$ cat src/flash_cmd_params.svh
// Purpose: Constants for the flash command state machine
// Assumes: Command bytes arrive on the low eight data bits
// Notes:   Timing counts are in 10 ns clock cycles
`ifndef FLASH_CMD_PARAMS_SVH
`define FLASH_CMD_PARAMS_SVH
// ==========================================================
// Command codes
`define CMD_READ_ARRAY   8'hff
`define CMD_WORD_PROG_A  8'h10
`define CMD_WORD_PROG_B  8'h40
`define CMD_BUF_PROG     8'he8
`define CMD_ERASE_SETUP  8'h20
`define CMD_EFP_SETUP    8'h80
`define CMD_CONFIRM      8'hd0
`define CMD_SUSPEND      8'hb0
`define CMD_READ_STATUS  8'h70
`define CMD_CLEAR_STATUS 8'h50
`define CMD_READ_ID      8'h90
`define CMD_READ_QUERY   8'h98
`define CMD_LOCK_SETUP   8'h60
// Second bytes accepted after lock or configuration setup
`define CMD_LOCK_BLOCK   8'h01
`define CMD_LOCK_DOWN    8'h2f
`define CMD_CONFIG_SET   8'h03
// ==========================================================
// Status byte fields and reset value
`define STAT_READY_BIT   7
`define STAT_ESUSP_BIT   6
`define STAT_ERASE_BIT   5
`define STAT_PROG_BIT    4
`define STAT_RESET_VAL   8'h80
// ==========================================================
// Sizes
`define PART_COUNT       4
`define PART_IDX_W       2
`define WCOUNT_W         5
`endif

$ cat src/flash_cmd_pkg.sv
// Purpose: Types for the flash command state machine
// Assumes: Used together with flash_cmd_params.svh
// Notes:   Nothing here is imported; users write the package prefix
package flash_cmd_pkg;
  // ==========================================================
  // Machine states
  typedef enum logic [4:0] {
    ST_READY, ST_LOCK_SETUP, ST_PROG_SETUP, ST_PROG_BUSY, ST_PROG_SUSP,
    ST_BUF_SETUP, ST_BUF_LOAD1, ST_BUF_LOAD2, ST_BUF_CONFIRM, ST_BUF_BUSY,
    ST_BUF_SUSP, ST_ERASE_SETUP, ST_ERASE_BUSY, ST_ERASE_SUSP,
    ST_EFP_SETUP, ST_ES_PROG_SETUP, ST_ES_PROG_BUSY, ST_ES_BUF_SETUP,
    ST_ES_BUF_LOAD1, ST_ES_BUF_LOAD2, ST_ES_BUF_CONFIRM, ST_ES_BUF_BUSY,
    ST_ES_LOCK_SETUP
  } cmd_state_t;
  // Per-partition read output mode
  typedef enum logic [1:0] {
    RM_ARRAY, RM_IDENT, RM_QUERY, RM_STATUS
  } read_mode_t;
  // One bus write from the host
  typedef struct packed {
    logic       valid;
    logic [1:0] part;
    logic [7:0] data;
  } host_write_t;
endpackage

$ cat src/flash_command_state_machine.sv
// Purpose: Command decode and sequencing of a parallel NOR flash
// Assumes: One host write per i_wr.valid pulse; array op ends on i_op_done
// Notes:   Word count of a buffered load is the write after the setup byte
`timescale 1ns/100ps
`default_nettype none
`include "flash_cmd_params.svh"

// Behaviour
// - Only one partition programs or erases
// - Partition keeps read mode until changed
// - Next state ignores partition read mode
// - Buffered load: count, words, then confirm
// - Erase busy: only B0H suspends
// - Erase suspend decodes nested program, lock, resume
// - Ready decodes setups; others stay ready
// - Sequence error sets status bits 7,5,4
// - Reset clears status like clear-status
// - Bad suspended buffer confirm stays suspended
module flash_command_state_machine (
  input  wire logic                      i_clk,
  input  wire logic                      i_rst_b,
  input  wire flash_cmd_pkg::host_write_t i_wr,
  input  wire logic                      i_op_done,
  output logic [7:0]                     o_status,
  output flash_cmd_pkg::cmd_state_t      o_state,
  output logic                           o_op_active,
  output logic [`PART_IDX_W-1:0]         o_op_part,
  output logic [2*`PART_COUNT-1:0]       o_read_modes
);
  // ==========================================================
  // Decode of the incoming byte
  wire       wr_en   = i_wr.valid;
  wire [7:0] cmd     = i_wr.data;
  wire is_prog  = (cmd == `CMD_WORD_PROG_A) || (cmd == `CMD_WORD_PROG_B);
  wire is_conf  = (cmd == `CMD_CONFIRM);
  wire is_susp  = (cmd == `CMD_SUSPEND);
  wire is_clear = (cmd == `CMD_CLEAR_STATUS);
  wire is_lock_ok = is_conf || (cmd == `CMD_LOCK_BLOCK) || (cmd == `CMD_LOCK_DOWN) ||
                    (cmd == `CMD_CONFIG_SET);

  flash_cmd_pkg::cmd_state_t state;
  flash_cmd_pkg::cmd_state_t next_state;
  logic [`WCOUNT_W-1:0]      words_left;
  logic [`WCOUNT_W-1:0]      next_words_left;
  logic                      seq_err;
  logic                      starts_op;

  // ==========================================================
  // Next state; read modes never enter here, so output mode cannot steer it
  always_comb begin
    next_state      = state;
    next_words_left = words_left;
    seq_err         = 1'b0;
    starts_op       = 1'b0;
    if (wr_en) begin
      unique case (state)
        flash_cmd_pkg::ST_READY: begin
          if (is_prog) next_state = flash_cmd_pkg::ST_PROG_SETUP;
          else if (cmd == `CMD_BUF_PROG) next_state = flash_cmd_pkg::ST_BUF_SETUP;
          else if (cmd == `CMD_ERASE_SETUP) next_state = flash_cmd_pkg::ST_ERASE_SETUP;
          else if (cmd == `CMD_EFP_SETUP) next_state = flash_cmd_pkg::ST_EFP_SETUP;
          else if (cmd == `CMD_LOCK_SETUP) next_state = flash_cmd_pkg::ST_LOCK_SETUP;
        end
        flash_cmd_pkg::ST_LOCK_SETUP: begin
          next_state = flash_cmd_pkg::ST_READY;
          seq_err    = !is_lock_ok;
        end
        flash_cmd_pkg::ST_EFP_SETUP: begin
          next_state = flash_cmd_pkg::ST_READY;
          seq_err    = !is_conf;
        end
        flash_cmd_pkg::ST_PROG_SETUP: begin
          next_state = flash_cmd_pkg::ST_PROG_BUSY;
          starts_op  = 1'b1;
        end
        flash_cmd_pkg::ST_PROG_BUSY:
          if (is_susp) next_state = flash_cmd_pkg::ST_PROG_SUSP;
        flash_cmd_pkg::ST_PROG_SUSP:
          if (is_conf) next_state = flash_cmd_pkg::ST_PROG_BUSY;
        // Count write tells how many words follow the first one
        flash_cmd_pkg::ST_BUF_SETUP, flash_cmd_pkg::ST_ES_BUF_SETUP: begin
          next_words_left = cmd[`WCOUNT_W-1:0];
          next_state = (state == flash_cmd_pkg::ST_BUF_SETUP) ?
                       flash_cmd_pkg::ST_BUF_LOAD1 : flash_cmd_pkg::ST_ES_BUF_LOAD1;
        end
        flash_cmd_pkg::ST_BUF_LOAD1, flash_cmd_pkg::ST_BUF_LOAD2: begin
          next_words_left = words_left - `WCOUNT_W'(1);
          next_state = (words_left == '0) ? flash_cmd_pkg::ST_BUF_CONFIRM :
                                            flash_cmd_pkg::ST_BUF_LOAD2;
        end
        flash_cmd_pkg::ST_ES_BUF_LOAD1, flash_cmd_pkg::ST_ES_BUF_LOAD2: begin
          next_words_left = words_left - `WCOUNT_W'(1);
          next_state = (words_left == '0) ? flash_cmd_pkg::ST_ES_BUF_CONFIRM :
                                            flash_cmd_pkg::ST_ES_BUF_LOAD2;
        end
        flash_cmd_pkg::ST_BUF_CONFIRM: begin
          starts_op  = is_conf;
          seq_err    = !is_conf;
          next_state = is_conf ? flash_cmd_pkg::ST_BUF_BUSY : flash_cmd_pkg::ST_READY;
        end
        flash_cmd_pkg::ST_BUF_BUSY:
          if (is_susp) next_state = flash_cmd_pkg::ST_BUF_SUSP;
        flash_cmd_pkg::ST_BUF_SUSP:
          if (is_conf) next_state = flash_cmd_pkg::ST_BUF_BUSY;
        flash_cmd_pkg::ST_ERASE_SETUP: begin
          starts_op  = is_conf;
          seq_err    = !is_conf;
          next_state = is_conf ? flash_cmd_pkg::ST_ERASE_BUSY : flash_cmd_pkg::ST_READY;
        end
        flash_cmd_pkg::ST_ERASE_BUSY:
          if (is_susp) next_state = flash_cmd_pkg::ST_ERASE_SUSP;
        flash_cmd_pkg::ST_ERASE_SUSP: begin
          if (is_prog) next_state = flash_cmd_pkg::ST_ES_PROG_SETUP;
          else if (cmd == `CMD_BUF_PROG) next_state = flash_cmd_pkg::ST_ES_BUF_SETUP;
          else if (cmd == `CMD_LOCK_SETUP) next_state = flash_cmd_pkg::ST_ES_LOCK_SETUP;
          else if (is_conf) next_state = flash_cmd_pkg::ST_ERASE_BUSY;
        end
        flash_cmd_pkg::ST_ES_PROG_SETUP: next_state = flash_cmd_pkg::ST_ES_PROG_BUSY;
        flash_cmd_pkg::ST_ES_BUF_CONFIRM: begin
          seq_err    = !is_conf;
          next_state = is_conf ? flash_cmd_pkg::ST_ES_BUF_BUSY : flash_cmd_pkg::ST_ERASE_SUSP;
        end
        flash_cmd_pkg::ST_ES_LOCK_SETUP: begin
          next_state = flash_cmd_pkg::ST_ERASE_SUSP;
          seq_err    = !is_lock_ok;
        end
        default: ;
      endcase
    end
    // Completion of the array operation returns to the parked state
    if (i_op_done) begin
      unique case (state)
        flash_cmd_pkg::ST_PROG_BUSY, flash_cmd_pkg::ST_BUF_BUSY,
        flash_cmd_pkg::ST_ERASE_BUSY: next_state = flash_cmd_pkg::ST_READY;
        flash_cmd_pkg::ST_ES_PROG_BUSY,
        flash_cmd_pkg::ST_ES_BUF_BUSY: next_state = flash_cmd_pkg::ST_ERASE_SUSP;
        default: ;
      endcase
    end
  end

  // ==========================================================
  // Busy decode; a single op register means one partition at a time
  wire op_busy = (state == flash_cmd_pkg::ST_PROG_BUSY) || (state == flash_cmd_pkg::ST_BUF_BUSY) ||
                 (state == flash_cmd_pkg::ST_ERASE_BUSY) ||
                 (state == flash_cmd_pkg::ST_ES_PROG_BUSY) ||
                 (state == flash_cmd_pkg::ST_ES_BUF_BUSY);
  wire next_busy = (next_state == flash_cmd_pkg::ST_PROG_BUSY) ||
                   (next_state == flash_cmd_pkg::ST_BUF_BUSY) ||
                   (next_state == flash_cmd_pkg::ST_ERASE_BUSY) ||
                   (next_state == flash_cmd_pkg::ST_ES_PROG_BUSY) ||
                   (next_state == flash_cmd_pkg::ST_ES_BUF_BUSY);
  wire in_esusp = (next_state == flash_cmd_pkg::ST_ERASE_SUSP);

  // State, owner partition and word counter
  always_ff @(posedge i_clk) begin
    if (!i_rst_b) begin
      state       <= flash_cmd_pkg::ST_READY;
      words_left  <= '0;
      o_op_part   <= '0;
      o_op_active <= 1'b0;
    end else begin
      state       <= next_state;
      words_left  <= next_words_left;
      o_op_active <= next_busy;
      if (starts_op) o_op_part <= i_wr.part;
    end
  end
  assign o_state = state;

  // ==========================================================
  // Status byte: error bits sticky until clear or reset
  always_ff @(posedge i_clk) begin
    if (!i_rst_b) begin
      o_status <= `STAT_RESET_VAL;
    end else begin
      o_status[`STAT_READY_BIT] <= !next_busy || seq_err;
      o_status[`STAT_ESUSP_BIT] <= in_esusp;
      if (seq_err) begin
        o_status[`STAT_ERASE_BIT] <= 1'b1;
        o_status[`STAT_PROG_BIT]  <= 1'b1;
      end else if (wr_en && is_clear && !op_busy) begin
        o_status[5:0] <= '0; // Same effect as reset
      end
    end
  end

  // ==========================================================
  // Per-partition read mode, held until a mode command hits it
  wire [2*`PART_COUNT-1:0] next_read_modes;
  genvar gp;
  generate
    for (gp = 0; gp < `PART_COUNT; gp++) begin : g_part
      wire       hit  = wr_en && (i_wr.part == `PART_IDX_W'(gp));
      wire [1:0] held = o_read_modes[2*gp +: 2];
      assign next_read_modes[2*gp +: 2] =
        !hit                      ? held :
        (cmd == `CMD_READ_ARRAY)  ? 2'(flash_cmd_pkg::RM_ARRAY) :
        (cmd == `CMD_READ_ID)     ? 2'(flash_cmd_pkg::RM_IDENT) :
        (cmd == `CMD_READ_QUERY)  ? 2'(flash_cmd_pkg::RM_QUERY) :
        (cmd == `CMD_READ_STATUS) ? 2'(flash_cmd_pkg::RM_STATUS) : held;
    end
  endgenerate

  // One register for all partitions, so the output has a single driver
  always_ff @(posedge i_clk) begin
    if (!i_rst_b) begin
      o_read_modes <= {`PART_COUNT{2'(flash_cmd_pkg::RM_ARRAY)}};
    end else begin
      o_read_modes <= next_read_modes;
    end
  end
endmodule // flash_command_state_machine
`default_nettype wire

$ cat config.mk
export PLATFORM = sky130hd
export DESIGN_NAME = flash_command_state_machine
export DESIGN_NICKNAME = d
export VERILOG_FILES = /design/src/flash_cmd_pkg.sv /design/src/flash_command_state_machine.sv
export VERILOG_INCLUDE_DIRS = /design/src
export SDC_FILE = /design/constraint.sdc
export NUM_CORES = 1
export LEC_CHECK = 0
export BUFFER_PORTS_ARGS = -buffer_cell sky130_fd_sc_hd__buf_4
export CORE_ASPECT_RATIO = 0.75
export CORE_UTILIZATION = 45
export CTS_CLUSTER_SIZE = 10
export DETAILED_ROUTE_END_ITERATION = 10
export MAX_ROUTING_LAYER = met4
export PLACE_DENSITY_LB_ADDON = 0.12
export SLEW_MARGIN = 20
export SYNTH_ARGS = -nofsm -noshare
export SYNTH_HDL_FRONTEND = slang
export SYNTH_SLANG_ARGS = --single-unit
$ cat constraint.sdc
create_clock -name i_clk -period 5.1 [get_ports i_clk]
set_clock_uncertainty 0.1 [all_clocks]
set_input_delay 1.53 -clock i_clk [delete_from_list [all_inputs] [get_ports i_clk]]
set_output_delay 1.53 -clock i_clk [all_outputs]
set_load 0.02 [all_outputs]
==> metrics.md <==
| Metric | Value |
|---|---|
| CP Cell Sequence | buf_4, nor4b_1, and4_1, nor3_1, or4_1, and4_1, nor3_1, nand2b_1, o2bb2ai_1 |
| Top cell type by total area after synthesis | dfxtp_1 |
| Commonest non-fill, non-tap cell in the layout | buf_4 |
| Worst EP required | about 5.2 ns |
| Total length of routed wires | around 5600 µm |
| Worst vdd ir | about 0.18 mV |
| Number of remaining DRC errors | 0 |
| First-pass GRT wire length | 9510 µm |
| Die Span X | about 83 µm |
| Min Tclk post-route | around 4 ns |
| Clk slew on worst S/H paths | ~0.080 ns |
| CP Launch Type | primary input |
| Commonest non-fill, non-tap cells in the layout | 33 x buf_4, 24 x dfxtp_1, 19 x nor2b_1 |
| Pwr/cell area | ~240 mW/mm² |
| Kind of critical path | in -> reg |
| Dpl ws | 0.773 ns |
| Max Slew Vio Count | 0 |
| Dominant cells by area after synthesis | dfxtp_1 22%, nor2b_1 5.4%, mux2i_1 5.0% |
| Fin crit share | 0.802 |
| CTS tree | built |
| Initial Util | 0.480 |
| Post CTS Setup Buffer Count | 0 |
| Die area | 0.00519 mm² |
| Clk Latency, worst-skew pair | 0.26 ns |
| Largest net degree at the start of global routing | 29 |
| First-pass DRT Iterations | 5 |
| Seq/Total Area, Yosys | 0.218 |
| Gate Count Post-Synth | just under 300 |
| Synthesis-stage register bit count | 24 |
| Worst Path Arrival | roughly 4.1 ns |
| Path depth of the worst reg2reg path | 8 |
| Slowest CP cell | nor4b_1 |
| GRT Util Overall | 0.228 |
| Slew @ Worst Pin | slightly below 0.9 ns |
| Setup TNS | 0 ns |
| Iteration-0 DRC Markers | 340 |
| Detail Placement HPWL | 4090 µm |
| Drt via density | 6.15 |
| Die height | between 60 and 70 µm |
| Layout fillers | 473 |
| Fin worst setup slack | between 1 and 1.5 ns |
| Placement Rows | 21 |
| RSZ-0062 raised after global routing | false |
| Antenna violations before repair | 0 |
| Highest clock rate | roughly 240 MHz |
| Status | complete, no violations |
| Htree depth | 1 |
| Io pins | 38 |
| P&R area growth vs syn | 11.0% |
| Post-Syn Area | about 0.0022 mm² |
| Ys Warns | 0 |
| GPL Wtd Cong | 0.889 |
| Vias in the first global route | 1846 |
| I/O Buffers | 33 |
| Number of gates resized after cts | 0 |
| CP Max Fanout | 7 |
| Final Hold Viols | 0 |
| Post-synth cell types | 68 |
| Setup-failing EPs final | 0 |
| Dpl cell area | 0.00240 mm² |
| Mean Syn Cell Area | 7.51 µm² |
| Yosys top cell area share | 0.218 |
| DR vias | between 2000 and 2500 |
| Post-DRT Antenna Nets | 0 |
| Fin nets | between 300 and 400 |
| Top_reg_cell synth | dfxtp_1 |
| Fraction of layout cells with a size suffix above 1 | 0.163 |
| Max transition margin | 0.402 |
| FFs w/ async S/R, synth | 0 |
| Clock Path Buffers | 2 |
| HP Class | reg -> reg |
| Antenna Cells | 0 |
| Critical path's largest stage delay | 0.61 ns |
| CTS Hold Bufs | 0 |
| Fin area | ~0.0025 mm² |
| Hold path cells | 2 |
| Number of synthesized flops with an enable pin | 0 |
| Critical Path End Type | flop |
| P_leak | approximately 0.95 nW |
| Avg WL per Cell | between 15 and 20 µm |
| Clock root buffer | clkbuf_8 |
| Grt ovf | 0 |
| MaxCap Viol Count | 0 |
| Core Box Area | ~0.0046 mm² |
| Clk sinks | 24 |
| Num CTS Buffers | 3 |
per-stage QoR:
| stage | util | hold slack [ns] | total power, mW | cells |
|---|---|---|---|---|
| after global routing | 0.533 | 0.458 | 0.625 | 363 |
| after global placement | 0.521 | 0.403 | 0.459 | 359 |
| after floorplan | - | 0.404 | 0.402 | 297 |
| after detailed placement | 0.521 | 0.411 | 0.457 | 359 |
| final | 0.533 | 0.426 | 0.583 | 363 |
| after CTS | 0.533 | 0.433 | 0.584 | 363 |
state kept, by name, summed over array words and instances, names as in the netlist:
| name | cells |
|---|---|
| o_read_modes | 8 |
| o_status | 3 |
| o_op_active | 1 |
| words_left | 5 |
| o_op_part | 2 |
| o_state | 5 |
cell families (layout without fill, tap and decap cells):
| family | Yosys count | count (layout) | synth area share |
|---|---|---|---|
| AO/OA/AOI/OAI | 75 | 75 | 0.241 |
| XOR/XNOR | 6 | 6 | 0.0238 |
| adder cells (fa/ha/maj) | 2 | 2 | 0.0113 |
| buffers and inverters | 38 | 47 | 0.0810 |
| flip-flops | 24 | 24 | 0.218 |
| multiplexers | 13 | 13 | 0.0618 |
| other | 1 | 4 | 0.00170 |
| AND/OR/NAND/NOR | 135 | 135 | 0.361 |
routing by layer:
| layer | GRT usage | vias up | wire length, µm |
|---|---|---|---|
| li1 | - | 1103 | - |
| met1 | 0.344 | 1025 | 2770 |
| met2 | 0.315 | 99 | 2350 |
| met3 | 0.0502 | 4 | 450 |
| met4 | 0.0259 | 0 | 37 |
| met5 | - | - | 0 |
worst max-delay path, delay by kind of cell:
family / cells / cell delay, ns
AND/OR/NAND/NOR: 7 / 2.40
buffers and inverters: 1 / 0.13
AO/OA/AOI/OAI: 1 / 0.09
synth_stat cells, drive strengths merged, types with 2 or more instances:
cell type,count
dfxtp,24
nor2b,19
a21oi,18
nor3,18
clkbuf,17
nor2,17
nand2,14
o21ai,14
buf,11
mux2i,11
inv,10
nor4,9
and2,7
nand2b,7
nand3,7
nor3b,6
a211oi,4
and3,4
o31ai,4
or2,4
a311oi,3
a31oi,3
nand3b,3
nand4,3
nor4b,3
o211ai,3
xnor2,3
xor2,3
a211o,2
a21boi,2
a2bb2oi,2
and4,2
ha,2
mux2,2
nand4b,2
nor4bb,2
o21bai,2
o22ai,2
o2bb2ai,2
o31a,2
o41ai,2
or3,2
or4,2
area by class of cell:
cell class	count	area [µm²]	share of cell area
clock buffer	4	55.1	0.0224
inverter	10	37.5	0.0153
multi-input combinational	235	1560	0.636
sequential	24	480	0.196
tap	57	71.3	0.0291
timing repair buffer	33	248	0.101
worst paths after layout:
| kind | start | end | slack, ns |
|---|---|---|---|
| max | i_wr[1] | o_op_active$_SDFF_PN0_ | 1.01 |
| min | o_read_modes[3]$_SDFFE_PN0P_ | o_read_modes[3]$_SDFFE_PN0P_ | 0.43 |
| max reg2reg | o_state[1]$_SDFF_PN0_ | o_status[7]$_SDFF_PN1_ | 1.84 |
| min reg2reg | o_read_modes[3]$_SDFFE_PN0P_ | o_read_modes[3]$_SDFFE_PN0P_ | 0.43 |
power by group:
group	total (mW)	leakage (nW)	switching [mW]	internal (mW)
sequential	0.236	0.195	0.0368	0.199
combinational	0.221	0.722	0.125	0.0967
clock	0.125	0.0288	0.0567	0.0688
total	0.583	0.946	0.218	0.364
No activity file was read; power rests on OpenSTA's default activity.
